File: src/inc/charge_accum_pkg.sv
// Package for the charge accumulator: register map, field positions, widths, timing.
// Assumes a 40 MHz clock and a plain address/strobe register port with 16-bit data.
package charge_accum_pkg;

	// ==========================================================
	// Widths
	// ==========================================================
	localparam int ACC_W   = 32;
	localparam int TALLY_W = 16;
	localparam int DATA_W  = 16;
	localparam int ADDR_W  = 7;
	localparam int SAMP_W  = 16;

	// ==========================================================
	// Register offsets
	// ==========================================================
	localparam logic [ADDR_W-1:0] ADDR_SYS_SETUP   = 7'h03;
	localparam logic [ADDR_W-1:0] ADDR_CONV_SETUP  = 7'h06;
	localparam logic [ADDR_W-1:0] ADDR_FAULT_THREE = 7'h26;
	localparam logic [ADDR_W-1:0] ADDR_FAULT_MASK  = 7'h29;
	localparam logic [ADDR_W-1:0] ADDR_OFFSET_COMP = 7'h2B;
	localparam logic [ADDR_W-1:0] ADDR_LIMIT_HI    = 7'h2C;
	localparam logic [ADDR_W-1:0] ADDR_TALLY       = 7'h2D;
	localparam logic [ADDR_W-1:0] ADDR_SNAP_HI     = 7'h2E;
	localparam logic [ADDR_W-1:0] ADDR_SNAP_LO     = 7'h2F;
	localparam logic [ADDR_W-1:0] ADDR_LIMIT_LO    = 7'h30;
	localparam logic [ADDR_W-1:0] ADDR_STATUS      = 7'h31;

	// ==========================================================
	// Field positions
	// ==========================================================
	localparam int BIT_PATH_ON     = 0;
	localparam int BIT_SLEEP_REQ   = 1;
	localparam int BIT_ACCUM_CLEAR = 0;
	localparam int BIT_FAULT_OVR   = 0;
	localparam int BIT_CLR_ON_READ = 0;
	localparam int BIT_WRAP_SEL    = 1;
	localparam int BIT_POS_OVF     = 2;
	localparam int BIT_NEG_OVF     = 3;
	localparam int BIT_TALLY_OVF   = 4;
	localparam int BIT_LIMIT_FLAG  = 5;
	localparam int BIT_WAKE_MASK   = 1;
	localparam int BIT_STS_SLEEP   = 0;
	localparam int BIT_STS_FROZEN  = 1;
	localparam int BIT_STS_READY   = 2;

	// ==========================================================
	// Reset values
	// ==========================================================
	localparam logic [DATA_W-1:0] RST_FAULT_MASK = 16'h0003;
	localparam logic [ACC_W-1:0]  RST_LIMIT      = 32'h7FFF_FFFF;

	// ==========================================================
	// Timing
	// ==========================================================
	localparam int CLK_HZ          = 40_000_000;
	localparam int SETTLE_NS       = 27_000;
	localparam int SETTLE_CYC      = (SETTLE_NS * (CLK_HZ / 1_000_000) + 999) / 1000;
	localparam int SETTLE_W        = 11;
	localparam int SLEEP_GAIN      = 256;

	typedef enum logic [2:0] {
		MODE_NORMAL = 3'b001,
		MODE_SLEEP  = 3'b010,
		MODE_FROZEN = 3'b100
	} mode_t;

	typedef struct packed {
		logic              valid;
		logic              diag;
		logic [SAMP_W-1:0] value;
	} sample_t;

	typedef struct packed {
		logic              wr;
		logic              rd;
		logic [ADDR_W-1:0] addr;
		logic [DATA_W-1:0] wdata;
	} reg_req_t;

endpackage : charge_accum_pkg

File: src/rtl/snap_store.sv
// Three-word snapshot memory holding tally, high and low charge words.
// Assumes one writer that loads all three words in one cycle; read data are registered.
`timescale 1ns/10ps
module snap_store (
	input  wire logic                                 clk_in,
	input  wire logic                                 srst_in,
	input  wire logic                                 load_in,
	input  wire logic [charge_accum_pkg::DATA_W-1:0]  tally_in,
	input  wire logic [charge_accum_pkg::DATA_W-1:0]  hi_in,
	input  wire logic [charge_accum_pkg::DATA_W-1:0]  lo_in,
	input  wire logic [1:0]                           sel_in,
	output logic      [charge_accum_pkg::DATA_W-1:0]  rdata_out
);
	logic [charge_accum_pkg::DATA_W-1:0] mem_q [3];

	always_ff @(posedge clk_in) begin
		if (srst_in) begin
			mem_q[0] <= '0;
			mem_q[1] <= '0;
			mem_q[2] <= '0;
		end else if (load_in) begin
			mem_q[0] <= tally_in;
			mem_q[1] <= hi_in;
			mem_q[2] <= lo_in;
		end
	end

	// Reads see the contents after any load in the same cycle.
	always_ff @(posedge clk_in) begin
		if (srst_in) begin
			rdata_out <= '0;
		end else if (load_in) begin
			case (sel_in)
				2'd0:    rdata_out <= tally_in;
				2'd1:    rdata_out <= hi_in;
				2'd2:    rdata_out <= lo_in;
				default: rdata_out <= '0;
			endcase
		end else begin
			case (sel_in)
				2'd0:    rdata_out <= mem_q[0];
				2'd1:    rdata_out <= mem_q[1];
				2'd2:    rdata_out <= mem_q[2];
				default: rdata_out <= '0;
			endcase
		end
	end
endmodule : snap_store

File: src/rtl/charge_accumulator.sv
// Charge accumulator: integrates converter samples, counts them, offers coherent snapshots.
// Assumes samples arrive as one-cycle valid strobes on clk_in; the sleep input is a pin.
`timescale 1ns/10ps
module charge_accumulator (
	input  wire logic                                         clk_in,
	input  wire logic                                         srst_in,
	input  wire logic                                         reg_wr_in,
	input  wire logic                                         reg_rd_in,
	input  wire logic [charge_accum_pkg::ADDR_W-1:0]          reg_addr_in,
	input  wire logic [charge_accum_pkg::DATA_W-1:0]          reg_wdata_in,
	input  wire charge_accum_pkg::sample_t                    sample_in,
	input  wire logic                                         sleep_in,
	input  wire logic                                         cyclic_nonzero_in,
	output logic      [charge_accum_pkg::DATA_W-1:0]          reg_rdata_out,
	output logic                                              current_path_on_out,
	output logic                                              conv_allowed_out,
	output logic                                              fault_output,
	output logic                                              wake_out
);
	localparam int AW = charge_accum_pkg::ACC_W;
	localparam int TW = charge_accum_pkg::TALLY_W;
	localparam int DW = charge_accum_pkg::DATA_W;

	// ==========================================================
	// Functions
	// ==========================================================
	function automatic logic is_snap(input logic [charge_accum_pkg::ADDR_W-1:0] a);
		is_snap = (a == charge_accum_pkg::ADDR_TALLY) || (a == charge_accum_pkg::ADDR_SNAP_HI)
			|| (a == charge_accum_pkg::ADDR_SNAP_LO);
	endfunction : is_snap

	// Flag update: a hardware set wins over a host clear-by-writing-0.
	function automatic logic flag_next(input logic cur, input logic set, input logic wclr);
		flag_next = set | (cur & ~wclr);
	endfunction : flag_next

	// ==========================================================
	// Pin synchronisers
	// ==========================================================
	logic [1:0] sleep_sync_q;
	logic [1:0] cyc_sync_q;
	always_ff @(posedge clk_in) begin
		if (srst_in) begin
			sleep_sync_q <= '0;
			cyc_sync_q   <= '0;
		end else begin
			sleep_sync_q <= {sleep_sync_q[0], sleep_in};
			cyc_sync_q   <= {cyc_sync_q[0], cyclic_nonzero_in};
		end
	end
	logic sleep_s;
	logic cyc_s;
	assign sleep_s = sleep_sync_q[1];
	assign cyc_s   = cyc_sync_q[1];

	// ==========================================================
	// Register decode
	// ==========================================================
	logic wr_sys, wr_conv, wr_comp, wr_mask, wr_lim_hi, wr_lim_lo, wr_fault;
	logic rd_snap, wr_snap, other_acc;
	assign wr_sys    = reg_wr_in && reg_addr_in == charge_accum_pkg::ADDR_SYS_SETUP;
	assign wr_conv   = reg_wr_in && reg_addr_in == charge_accum_pkg::ADDR_CONV_SETUP;
	assign wr_comp   = reg_wr_in && reg_addr_in == charge_accum_pkg::ADDR_OFFSET_COMP;
	assign wr_mask   = reg_wr_in && reg_addr_in == charge_accum_pkg::ADDR_FAULT_MASK;
	assign wr_lim_hi = reg_wr_in && reg_addr_in == charge_accum_pkg::ADDR_LIMIT_HI;
	assign wr_lim_lo = reg_wr_in && reg_addr_in == charge_accum_pkg::ADDR_LIMIT_LO;
	assign wr_fault  = reg_wr_in && reg_addr_in == charge_accum_pkg::ADDR_FAULT_THREE;
	assign rd_snap   = reg_rd_in && is_snap(reg_addr_in);
	assign wr_snap   = reg_wr_in && is_snap(reg_addr_in);
	assign other_acc = (reg_wr_in || reg_rd_in) && !is_snap(reg_addr_in);

	logic accum_clear;
	assign accum_clear = wr_conv && reg_wdata_in[charge_accum_pkg::BIT_ACCUM_CLEAR];

	// ==========================================================
	// Configuration
	// ==========================================================
	logic          current_path_on_q;
	logic          clear_on_read_sel_q;
	logic          wrap_sel_q;
	logic [DW-1:0] fault_mask_q;
	logic [AW-1:0] charge_limit_q;
	always_ff @(posedge clk_in) begin
		if (srst_in) begin
			current_path_on_q   <= 1'b0;
			clear_on_read_sel_q <= 1'b0;
			wrap_sel_q          <= 1'b0;
			fault_mask_q        <= charge_accum_pkg::RST_FAULT_MASK;
			charge_limit_q      <= charge_accum_pkg::RST_LIMIT;
		end else begin
			if (wr_sys)
				current_path_on_q <= reg_wdata_in[charge_accum_pkg::BIT_PATH_ON];
			if (wr_comp) begin
				clear_on_read_sel_q <= reg_wdata_in[charge_accum_pkg::BIT_CLR_ON_READ];
				wrap_sel_q          <= reg_wdata_in[charge_accum_pkg::BIT_WRAP_SEL];
			end
			if (wr_mask)
				fault_mask_q <= reg_wdata_in;
			if (wr_lim_hi)
				charge_limit_q[AW-1:DW] <= reg_wdata_in;
			if (wr_lim_lo)
				charge_limit_q[DW-1:0] <= reg_wdata_in;
		end
	end

	// Settling counter after enable; conversions may be requested once it expires.
	logic [charge_accum_pkg::SETTLE_W-1:0] settle_q;
	always_ff @(posedge clk_in) begin
		if (srst_in || !current_path_on_q)
			settle_q <= '0;
		else if (settle_q != charge_accum_pkg::SETTLE_W'(charge_accum_pkg::SETTLE_CYC))
			settle_q <= settle_q + 1'b1;
	end

	// ==========================================================
	// Mode
	// ==========================================================
	charge_accum_pkg::mode_t mode_q;
	logic                    wake_q;
	always_ff @(posedge clk_in) begin
		if (srst_in) begin
			mode_q <= charge_accum_pkg::MODE_NORMAL;
		end else begin
			case (mode_q)
				charge_accum_pkg::MODE_NORMAL: if (sleep_s) begin
					mode_q <= charge_accum_pkg::MODE_SLEEP;
				end
				charge_accum_pkg::MODE_SLEEP: if (!sleep_s || wake_q) begin
					mode_q <= charge_accum_pkg::MODE_FROZEN;
				end
				charge_accum_pkg::MODE_FROZEN: if (accum_clear || (rd_snap && clear_on_read_sel_q)) begin
					mode_q <= charge_accum_pkg::MODE_NORMAL;
				end
				default: mode_q <= charge_accum_pkg::MODE_NORMAL;
			endcase
		end
	end

	// ==========================================================
	// Accumulator and tally
	// ==========================================================
	logic signed [AW-1:0] charge_accum_q;
	logic        [TW-1:0] sample_tally_q;
	logic signed [AW:0]   sum_wide;
	logic                 pos_ovf, neg_ovf, tally_ovf;
	logic                 take;
	logic                 rd_clear;
	logic signed [AW-1:0] sat_val;

	// Unit weight is one converter LSB; gain never scales the sum.
	assign sum_wide = {charge_accum_q[AW-1], charge_accum_q}
		+ (AW+1)'(signed'(sample_in.value));
	assign pos_ovf  = take && !sum_wide[AW] && sum_wide[AW-1];
	assign neg_ovf  = take && sum_wide[AW] && !sum_wide[AW-1];
	assign tally_ovf = take && (&sample_tally_q);
	// Diagnostic samples take the same path as shunt samples.
	assign take = sample_in.valid && current_path_on_q
		&& (mode_q == charge_accum_pkg::MODE_NORMAL
		|| (mode_q == charge_accum_pkg::MODE_SLEEP && cyc_s));
	assign rd_clear = rd_snap && clear_on_read_sel_q;
	assign sat_val  = pos_ovf ? {1'b0, {(AW-1){1'b1}}} : {1'b1, {(AW-1){1'b0}}};

	always_ff @(posedge clk_in) begin
		if (srst_in || accum_clear || rd_clear) begin
			charge_accum_q <= '0;
		end else if (take) begin
			if ((pos_ovf || neg_ovf) && !wrap_sel_q)
				charge_accum_q <= sat_val;
			else
				charge_accum_q <= sum_wide[AW-1:0];
		end
	end

	always_ff @(posedge clk_in) begin
		if (srst_in || accum_clear || rd_clear)
			sample_tally_q <= '0;
		else if (take)
			sample_tally_q <= sample_tally_q + 1'b1;
	end

	// ==========================================================
	// Flags, fault and wake
	// ==========================================================
	logic pos_flag_q, neg_flag_q, tally_flag_q, limit_flag_q, fault_q;
	logic limit_cross;
	assign limit_cross = take && mode_q == charge_accum_pkg::MODE_SLEEP
		&& $signed(sum_wide[AW-1:0]) > $signed(charge_limit_q);

	logic wclr_p, wclr_n, wclr_t, wclr_l, wclr_f;
	assign wclr_p = wr_comp && !reg_wdata_in[charge_accum_pkg::BIT_POS_OVF];
	assign wclr_n = wr_comp && !reg_wdata_in[charge_accum_pkg::BIT_NEG_OVF];
	assign wclr_t = wr_comp && !reg_wdata_in[charge_accum_pkg::BIT_TALLY_OVF];
	assign wclr_l = wr_comp && !reg_wdata_in[charge_accum_pkg::BIT_LIMIT_FLAG];
	assign wclr_f = wr_fault && !reg_wdata_in[charge_accum_pkg::BIT_FAULT_OVR];

	always_ff @(posedge clk_in) begin
		if (srst_in) begin
			pos_flag_q   <= 1'b0;
			neg_flag_q   <= 1'b0;
			tally_flag_q <= 1'b0;
			limit_flag_q <= 1'b0;
			fault_q      <= 1'b0;
		end else begin
			pos_flag_q   <= flag_next(pos_flag_q, pos_ovf, wclr_p);
			neg_flag_q   <= flag_next(neg_flag_q, neg_ovf, wclr_n);
			tally_flag_q <= flag_next(tally_flag_q, tally_ovf, wclr_t);
			limit_flag_q <= flag_next(limit_flag_q, limit_cross, wclr_l);
			fault_q      <= flag_next(fault_q,
				pos_ovf | neg_ovf | tally_ovf | limit_cross, wclr_f);
		end
	end

	always_ff @(posedge clk_in) begin
		if (srst_in)
			wake_q <= 1'b0;
		else
			wake_q <= limit_cross && fault_mask_q[charge_accum_pkg::BIT_WAKE_MASK];
	end

	// ==========================================================
	// Snapshot control
	// ==========================================================
	logic armed_q;
	always_ff @(posedge clk_in) begin
		if (srst_in)
			armed_q <= 1'b1;
		else if (other_acc || wr_snap)
			armed_q <= 1'b1;
		else if (rd_snap)
			armed_q <= 1'b0;
	end

	logic          snap_load;
	logic [DW-1:0] ld_tally, ld_hi, ld_lo;
	assign snap_load = accum_clear || (rd_snap && armed_q);
	assign ld_tally  = accum_clear ? '0 : DW'(sample_tally_q);
	assign ld_hi     = accum_clear ? '0 : charge_accum_q[AW-1:DW];
	assign ld_lo     = accum_clear ? '0 : charge_accum_q[DW-1:0];

	logic [1:0]    snap_sel;
	logic [DW-1:0] snap_rdata;
	assign snap_sel = 2'(reg_addr_in - charge_accum_pkg::ADDR_TALLY);

	snap_store u_snap (
		.clk_in    (clk_in),
		.srst_in   (srst_in),
		.load_in   (snap_load),
		.tally_in  (ld_tally),
		.hi_in     (ld_hi),
		.lo_in     (ld_lo),
		.sel_in    (snap_sel),
		.rdata_out (snap_rdata)
	);

	// ==========================================================
	// Read port
	// ==========================================================
	logic          rd_snap_q;
	logic [DW-1:0] rd_reg_q;
	always_ff @(posedge clk_in) begin
		if (srst_in) begin
			rd_snap_q <= 1'b0;
			rd_reg_q  <= '0;
		end else begin
			rd_snap_q <= rd_snap;
			rd_reg_q  <= '0;
			if (reg_rd_in) begin
				case (reg_addr_in)
					charge_accum_pkg::ADDR_SYS_SETUP:   rd_reg_q <= DW'(current_path_on_q);
					charge_accum_pkg::ADDR_FAULT_THREE: rd_reg_q <= DW'(fault_q);
					charge_accum_pkg::ADDR_FAULT_MASK:  rd_reg_q <= fault_mask_q;
					charge_accum_pkg::ADDR_OFFSET_COMP: rd_reg_q <= DW'({limit_flag_q,
						tally_flag_q, neg_flag_q, pos_flag_q, wrap_sel_q, clear_on_read_sel_q});
					charge_accum_pkg::ADDR_LIMIT_HI:    rd_reg_q <= charge_limit_q[AW-1:DW];
					charge_accum_pkg::ADDR_LIMIT_LO:    rd_reg_q <= charge_limit_q[DW-1:0];
					charge_accum_pkg::ADDR_STATUS:      rd_reg_q <= DW'({
						settle_q == charge_accum_pkg::SETTLE_W'(charge_accum_pkg::SETTLE_CYC),
						mode_q == charge_accum_pkg::MODE_FROZEN,
						mode_q == charge_accum_pkg::MODE_SLEEP});
					default:                            rd_reg_q <= '0;
				endcase
			end
		end
	end
	assign reg_rdata_out = rd_snap_q ? snap_rdata : rd_reg_q;

	// ==========================================================
	// Outputs
	// ==========================================================
	always_ff @(posedge clk_in) begin
		if (srst_in) begin
			current_path_on_out <= 1'b0;
			conv_allowed_out    <= 1'b0;
			fault_output        <= 1'b0;
			wake_out            <= 1'b0;
		end else begin
			current_path_on_out <= current_path_on_q;
			conv_allowed_out    <= current_path_on_q && settle_q ==
				charge_accum_pkg::SETTLE_W'(charge_accum_pkg::SETTLE_CYC);
			fault_output        <= fault_q && fault_mask_q[charge_accum_pkg::BIT_FAULT_OVR];
			wake_out            <= wake_q;
		end
	end

	// ==========================================================
	// Checks
	// ==========================================================
	chk_clear_zeroes: assert property (@(posedge clk_in) disable iff (srst_in)
		accum_clear |=> charge_accum_q == 0 && sample_tally_q == 0)
		else $error("clear did not zero sum and tally");
	chk_tally_step: assert property (@(posedge clk_in) disable iff (srst_in)
		take && !accum_clear && !rd_clear |=> sample_tally_q == $past(sample_tally_q) + 1'b1)
		else $error("tally did not step on a sample");
	chk_snap_hold: assert property (@(posedge clk_in) disable iff (srst_in)
		rd_snap && !armed_q |-> !snap_load)
		else $error("snapshot refreshed on repeated read");
	chk_clamp_mode: assert property (@(posedge clk_in) disable iff (srst_in)
		pos_ovf && !wrap_sel_q && !accum_clear && !rd_clear
		|=> charge_accum_q == {1'b0, {(AW-1){1'b1}}})
		else $error("sum did not clamp");
	chk_pos_flag: assert property (@(posedge clk_in) disable iff (srst_in)
		pos_ovf |=> pos_flag_q)
		else $error("positive overflow flag missed");
	chk_tally_flag: assert property (@(posedge clk_in) disable iff (srst_in)
		tally_ovf |=> tally_flag_q)
		else $error("tally overflow flag missed");
	chk_fault_out: assert property (@(posedge clk_in) disable iff (srst_in)
		(pos_ovf || tally_ovf) && fault_mask_q[charge_accum_pkg::BIT_FAULT_OVR]
		&& !wr_mask |=> ##1 fault_output)
		else $error("fault output not raised");
	chk_frozen_hold: assert property (@(posedge clk_in) disable iff (srst_in)
		mode_q == charge_accum_pkg::MODE_FROZEN && !accum_clear && !rd_clear
		|=> $stable(charge_accum_q))
		else $error("sum moved while frozen");
	chk_clr_on_read: assert property (@(posedge clk_in) disable iff (srst_in)
		rd_snap && clear_on_read_sel_q |=> charge_accum_q == 0)
		else $error("clear on read failed");
endmodule : charge_accumulator

File: config.mk
export PLATFORM = sky130hd
export DESIGN_NAME = charge_accumulator
export DESIGN_NICKNAME = d
export VERILOG_FILES = /design/src/inc/charge_accum_pkg.sv /design/src/rtl/snap_store.sv /design/src/rtl/charge_accumulator.sv
export SDC_FILE = /design/constraint.sdc
export NUM_CORES = 1
export LEC_CHECK = 0
export ABC_AREA = 1
export ABC_CLOCK_PERIOD_IN_PS = 7700
export BUFFER_PORTS_ARGS = -buffer_cell sky130_fd_sc_hd__clkbuf_2
export CORE_ASPECT_RATIO = 0.6
export CORE_UTILIZATION = 66
export DETAILED_ROUTE_END_ITERATION = 10
export PLACE_DENSITY = 0.87
export SLEW_MARGIN = 20
export SYNTH_ARGS = -nofsm -noshare
export SYNTH_HDL_FRONTEND = slang
export SYNTH_SLANG_ARGS = --single-unit
File: constraint.sdc
create_clock -name clk_in -period 7.7 [get_ports clk_in]
set_input_delay 1.925 -clock clk_in [delete_from_list [all_inputs] [get_ports clk_in]]
set_output_delay 1.925 -clock clk_in [all_outputs]
set_load 0.05 [all_outputs]
=== Yosys cells after proc, flatten, opt, wreduce, memory -nomap -nowiden ===
Memories as Yosys holds them, arrays and structs flattened.
Index checks and enable logic that the tools add are counted.

* Flip-flop bits (word level): 161
* Memory bits (writable): 48
* Input bits: 47
* Output and inout bits: 20
* Word-level logic and storage cells: 157
* Memories kept: 1

* Add/sub/neg operators: 4
* $lt $le $gt $ge: 1
* Eq/ne operators: 21
* Multiplexer cells: 22
* Bitwise operators: 22
* Reductions and logical operators: 60

{| class="wikitable"
|+ Memory list
! memory !! words !! bits a word !! read ports !! clocked after memory_dff !! write ports !! RTL line !! source
|-
| u_snap.mem_q || 3 || 16 || 3 || 0 || 3 || snap_store.sv:14 || <nowiki>logic [charge_accum_pkg::DATA_W-1:0] mem_q [3];</nowiki>
|}

{| class="wikitable"
|+ Operators by type and width
! operator !! count
|-
| 16-bit two-way mux || 8
|-
| 16-bit one-hot mux with 7 select lines || 1
|-
| 16-bit one-hot mux with 3 select lines || 2
|-
| 32-bit two-way mux || 2
|-
| 7-bit by 6-bit equality test with 1-bit output, second input constant || 9
|-
| 32-bit by 16-bit adder with 33-bit output || 1
|-
| 32-bit greater-than comparator || 1
|-
| 1-bit logical AND || 32
|-
| 16-bit by 1-bit adder with 16-bit output, second input constant || 1
|-
| 16-bit AND reduction || 1
|-
| 1-bit logical OR || 12
|-
| 11-bit by 1-bit adder with 11-bit output, second input constant || 1
|-
| 11-bit equality test, second input constant || 1
|-
| 1-bit zero test || 11
|-
| 11-bit != test, second input constant || 1
|-
| 1-bit bitwise OR || 11
|-
| 3-bit two-way mux || 3
|-
| 3-bit one-hot mux with 3 select lines || 1
|-
| 7-bit by 2-bit equality test with 1-bit output, second input constant || 1
|-
| 7-bit by 3-bit equality test with 1-bit output, second input constant || 1
|-
| 2-bit != test, second input constant || 3
|-
| 1-bit inverter || 6
|-
| 1-bit bitwise AND || 5
|-
| 1-bit two-way mux || 5
|-
| 9 further kinds || 10
|}

=== Depth between registers and ports, before layout ===
* Depth after elaboration: 10
* Mapped depth: 26
* Gate-level depth less buffers: 26

=== Cells and area by module ===
From an unflattened synthesis, not the netlist that was laid out.

* Cells, all modules: 1733
* Area total of the unflattened synthesis: 12528.3 um2

{| class="wikitable"
|+ By module, submodules not included
! module !! instances !! cells each !! area an instance (um2) !! seq. area each (um2)
|-
| charge_accumulator || 1 || 1342 || 9366.5 || 2902.8
|-
| snap_store || 1 || 391 || 3161.8 || 1761.7
|}

=== Worst setup path after synthesis ===
No wires, ideal clock.

* Path kind: in2reg
* Start: in sample_in[0] (netlist name)
* End: reg wake_q
* Library setup time: 0.078 ns
* Data arrival time: 4.777 ns
* Required time: 7.622 ns
* Path slack: 2.846 ns
* Cell stages on the path: 24
* Buffers on the path: 0
* Path through: ha_1 fa_1 nand2_1 nand2_1 and2_1 a21oi_1 o21ai_0 nand2_1 nand2_1 nand2_1 nand2_1 nand2_1 nand2_1 ha_1 nand2_1 nor2_1 nand4_1 nor4_1 nand2_1 nand2_1 nor2_1 nor2_1 inv_1 nor3_1

* Word-level cells in the longest chain between the ends: 4

{| class="wikitable"
|+ RTL lines
! element !! RTL line !! source
|-
| from (decl) || charge_accumulator.sv:11 || <nowiki>input wire charge_accum_pkg::sample_t sample_in,</nowiki>
|-
| 32-bit by 16-bit adder with 33-bit output || charge_accumulator.sv:152 || <nowiki>+ (AW+1)'(signed'(sample_in.value));</nowiki>
|-
| 32-bit greater-than comparator || charge_accumulator.sv:187 || <nowiki>&& $signed(sum_wide[AW-1:0]) > $signed(charge_limit_q);</nowiki>
|-
| 1-bit logical AND || charge_accumulator.sv:187 ||
|-
| 1-bit logical AND || charge_accumulator.sv:217 || <nowiki>wake_q <= limit_cross && fault_mask_q[charge_accum_pkg::BIT_WAKE_MASK];</nowiki>
|-
| to (signal assigned) || charge_accumulator.sv:217 ||
|-
| to (decl) || charge_accumulator.sv:119 || <nowiki>logic wake_q;</nowiki>
|}

Every way passes these cells.
A chain may end at the register's enable or synchronous reset.

=== Worst setup path after layout ===
Ends and elaborated chain as after synthesis.

==> flow_summary.ini <==
[critical_path]
critPathLaunchType = input port
cp.depth = 25
cp_slowest_stage_delay_ns = 0.41
crit_fanout = 4
crit_top_cell = nand2_1
cp_data_required_time_ns = 8.12
crit_buf_inv = 2
arrival_ns = 5.89
cp_top_family = simple AND/OR/NAND/NOR gates
r2r_slack_ns = 3.42
reg2reg_depth = 24
slowest_stage = fa_1
criticalPathCategory = input port to flip-flop
worstSetupEndpointType = flip-flop

[drt]
first_iter_violations = 1668
vias = 11257
drt-total-wl_mm = 35.2
dr.pass1.iters = 6
viasPerCell = 6.14
drc_errors = 0
drtAntennaViolNets = 0
wl_per_cell_microns = 19.2

[placed_design]
gp_congestion = 0.989
hpwlAfterDp_mm = 25.8
io_buffers = 65

[grt]
grt_start_max_net_pins = 56
grt_use_total_pct = 38.6
antenna_found_initial = 3
gr-total-overflow = 0
grt_pass1_vias = 10118
grt_pass1_wl_mm = 54.8

[cells_and_area]
seq_area_sq_um = 4660
syn2layout_area_growth_pct = 9.57
diodes = 0
multiInputGateArea_sq_um = 6050
fin_nets = 1700
fillers = 1313
drive_gt1_share_pct = 10.7

[power_and_ir_drop]
ir_drop_uv = 134
power_density_nw_per_um2 = 183
p_total_w = 0.00233
p_leak_nw = 5.72

[floorplan]
die-area_sq_um = 18200
pin_count = 67
rows = 37
die_w_microns = 174
die_h_microns = 105
core_sq_um = 17200
initial_core_util_pct = 67.7

[clock_network]
clk_latency_ns = 0.51
clk_pin_slew_worst_paths_ns = 0.07
cts_tree = yes
cts-root-buf = clkbuf_16
numCtsBuffers = 20
cts_num_sinks = 209
cts_hold_buf = 0
post_cts_resized = 0
cts_buffer_depth = 3
htree_levels = 1
cts_setup_buffers = 0

[min_path]
hp-class = flip-flop to flip-flop
whs_path_depth = 2

[timing]
skew_ns = 0.0117
setup_viol_count_final = 0
layout_min_cycle_time_ns = 5.47
rsz0062_at_grt = false
slew_violations = 0
timing.final.crit_share_pct = 71.0
max_freq_mhz = 183
relSlewSlack_pct = 25.1
finalSetupTns_ns = 0
worst_slew_pin_slew_ns = 1.12
hold_violations = 0

[yosys]
ys_seq_area_share_pct = 40.0
yosysWarnings = 0
ys.flop_type = dfxtp_1
synth_cell_types = 55
synth_area_sq_um = 11700
syn_area_per_cell_sq_um = 7.53
syn-num-nets = 1662
async_flop_share_pct = 0
synthTopCellsByCount = nand2_1, inv_1, dfxtp_1
synthTopCellsByArea = dfxtp_1, edfxtp_1, nand2_1
postSynthCellCount = 1547
synth_most_common_cell = nand2_1
yosysTopAreaCell = dfxtp_1
synth_top_area_share_pct = 27.7
synth.ff_latch_count = 209
synth_edf_count = 48

[status]
status = finished, final reports clean

[job]
cap_violations = 0
[layer usage]
| layer | up-vias | global-route usage (%) | part of all wire (%) |
|---|---|---|---|
| met1 | 5191 | 56.3 | 42 |
| met3 | 65 | 10.9 | 15 |
| met4 | 2 | 6.89 | 1.6 |
| met5 | - | 0 | 0.037 |
| li1 | 5286 | - | - |
| met2 | 713 | 57.2 | 41 |
[where the power goes]
group | switching (W) | leakage (nW) | total, W | internal [W]
sequential | 0.00000826 | 1.80 | 0.00115 | 0.00114
combinational | 0.000119 | 3.58 | 0.000169 | 0.0000494
clock | 0.000446 | 0.340 | 0.00102 | 0.000571
total | 0.000573 | 5.72 | 0.00233 | 0.00176
[through the flow]
| step | utilization (%) | hold WS [ns] | cells | setup WS (ns) | instance area [sq um] |
|---|---|---|---|---|---|
| CTS | 74.1 | 0.425 | 1833 | 2.37 | 12800 |
| global route | 74.1 | 0.434 | 1833 | 1.91 | 12800 |
| detailed placement | 70.1 | 0.414 | 1797 | 1.88 | 12100 |
| floorplan | - | 0.388 | 1547 | 2.85 | 11700 |
| global placement | 70.1 | 0.405 | 1797 | 1.92 | 12100 |
| finish | 74.1 | 0.424 | 1833 | 2.23 | 12800 |
[cell families after synthesis]
| family | share of synthesized area (%) |
|---|---|
| and+or+nand+nor | 23.9 |
| AOI/OAI and AO/OA | 16.8 |
| buffers and inverters | 8.19 |
| DFF | 40.0 |
| adders and majority gates | 7.37 |
| xor gates and xnor gates | 2.10 |
| muxes | 1.55 |
[registers in the layout, indices dropped and copies added (netlist names), 2 cells and up]
name              flops
charge_accum_q       32
charge_limit_q       32
cyc_sync_q            2
fault_mask_q         16
mode_q                3
rd_reg_q             16
sample_tally_q       16
settle_q             11
sleep_sync_q          2
u_snap.mem_q         48
u_snap.rdata_out     16
[placed cells by master (no fill, tap or decap), types with 17 or more instances in the layout]
| cell | synthesis | layout |
|---|---|---|
| o221ai_1 | 17 | 17 |
| nor2_1 | 156 | 153 |
| dfxtp_1 | 161 | 161 |
| o21ai_0 | 82 | 82 |
| ha_1 | 67 | 67 |
| nand2_1 | 362 | 361 |
| a31oi_1 | 17 | 17 |
| inv_1 | 174 | 174 |
| clkbuf_16 | 0 | 20 |
| nor3_1 | 30 | 30 |
| nand3_1 | 61 | 61 |
| edfxtp_1 | 48 | 48 |
| a21oi_1 | 118 | 118 |
| clkbuf_2 | 0 | 65 |
| o211ai_1 | 32 | 32 |
| xor2_1 | 22 | 22 |
[final timing paths]
kind,start,to
worst max register to register,charge_accum_q[0],wake_q
worst max-delay path,sample_in[0],wake_q
worst min register to register,sleep_sync_q[0],sleep_sync_q[1]
worst min-delay path,sleep_sync_q[0],sleep_sync_q[1]
[area by class of cell]
| cell class | count | share of cell area [%] |
|---|---|---|
| Clock buffer | 30 | 4.92 |
| Clock inverter | 6 | 0.412 |
| Timing Repair Buffer | 75 | 3.14 |
| Inverter | 180 | 5.29 |
| Sequential cell | 209 | 36.5 |
| Tap cell | 234 | 2.29 |
| Multi-Input combinational cell | 1099 | 47.4 |
[tightest hold or removal path: stages (launching register included)]
cell and delay [ns]:
dfxtp_1 0.30, inv_1 0.04, nor2_1 0.04
Note: power is estimated with default switching activity, not from simulation.
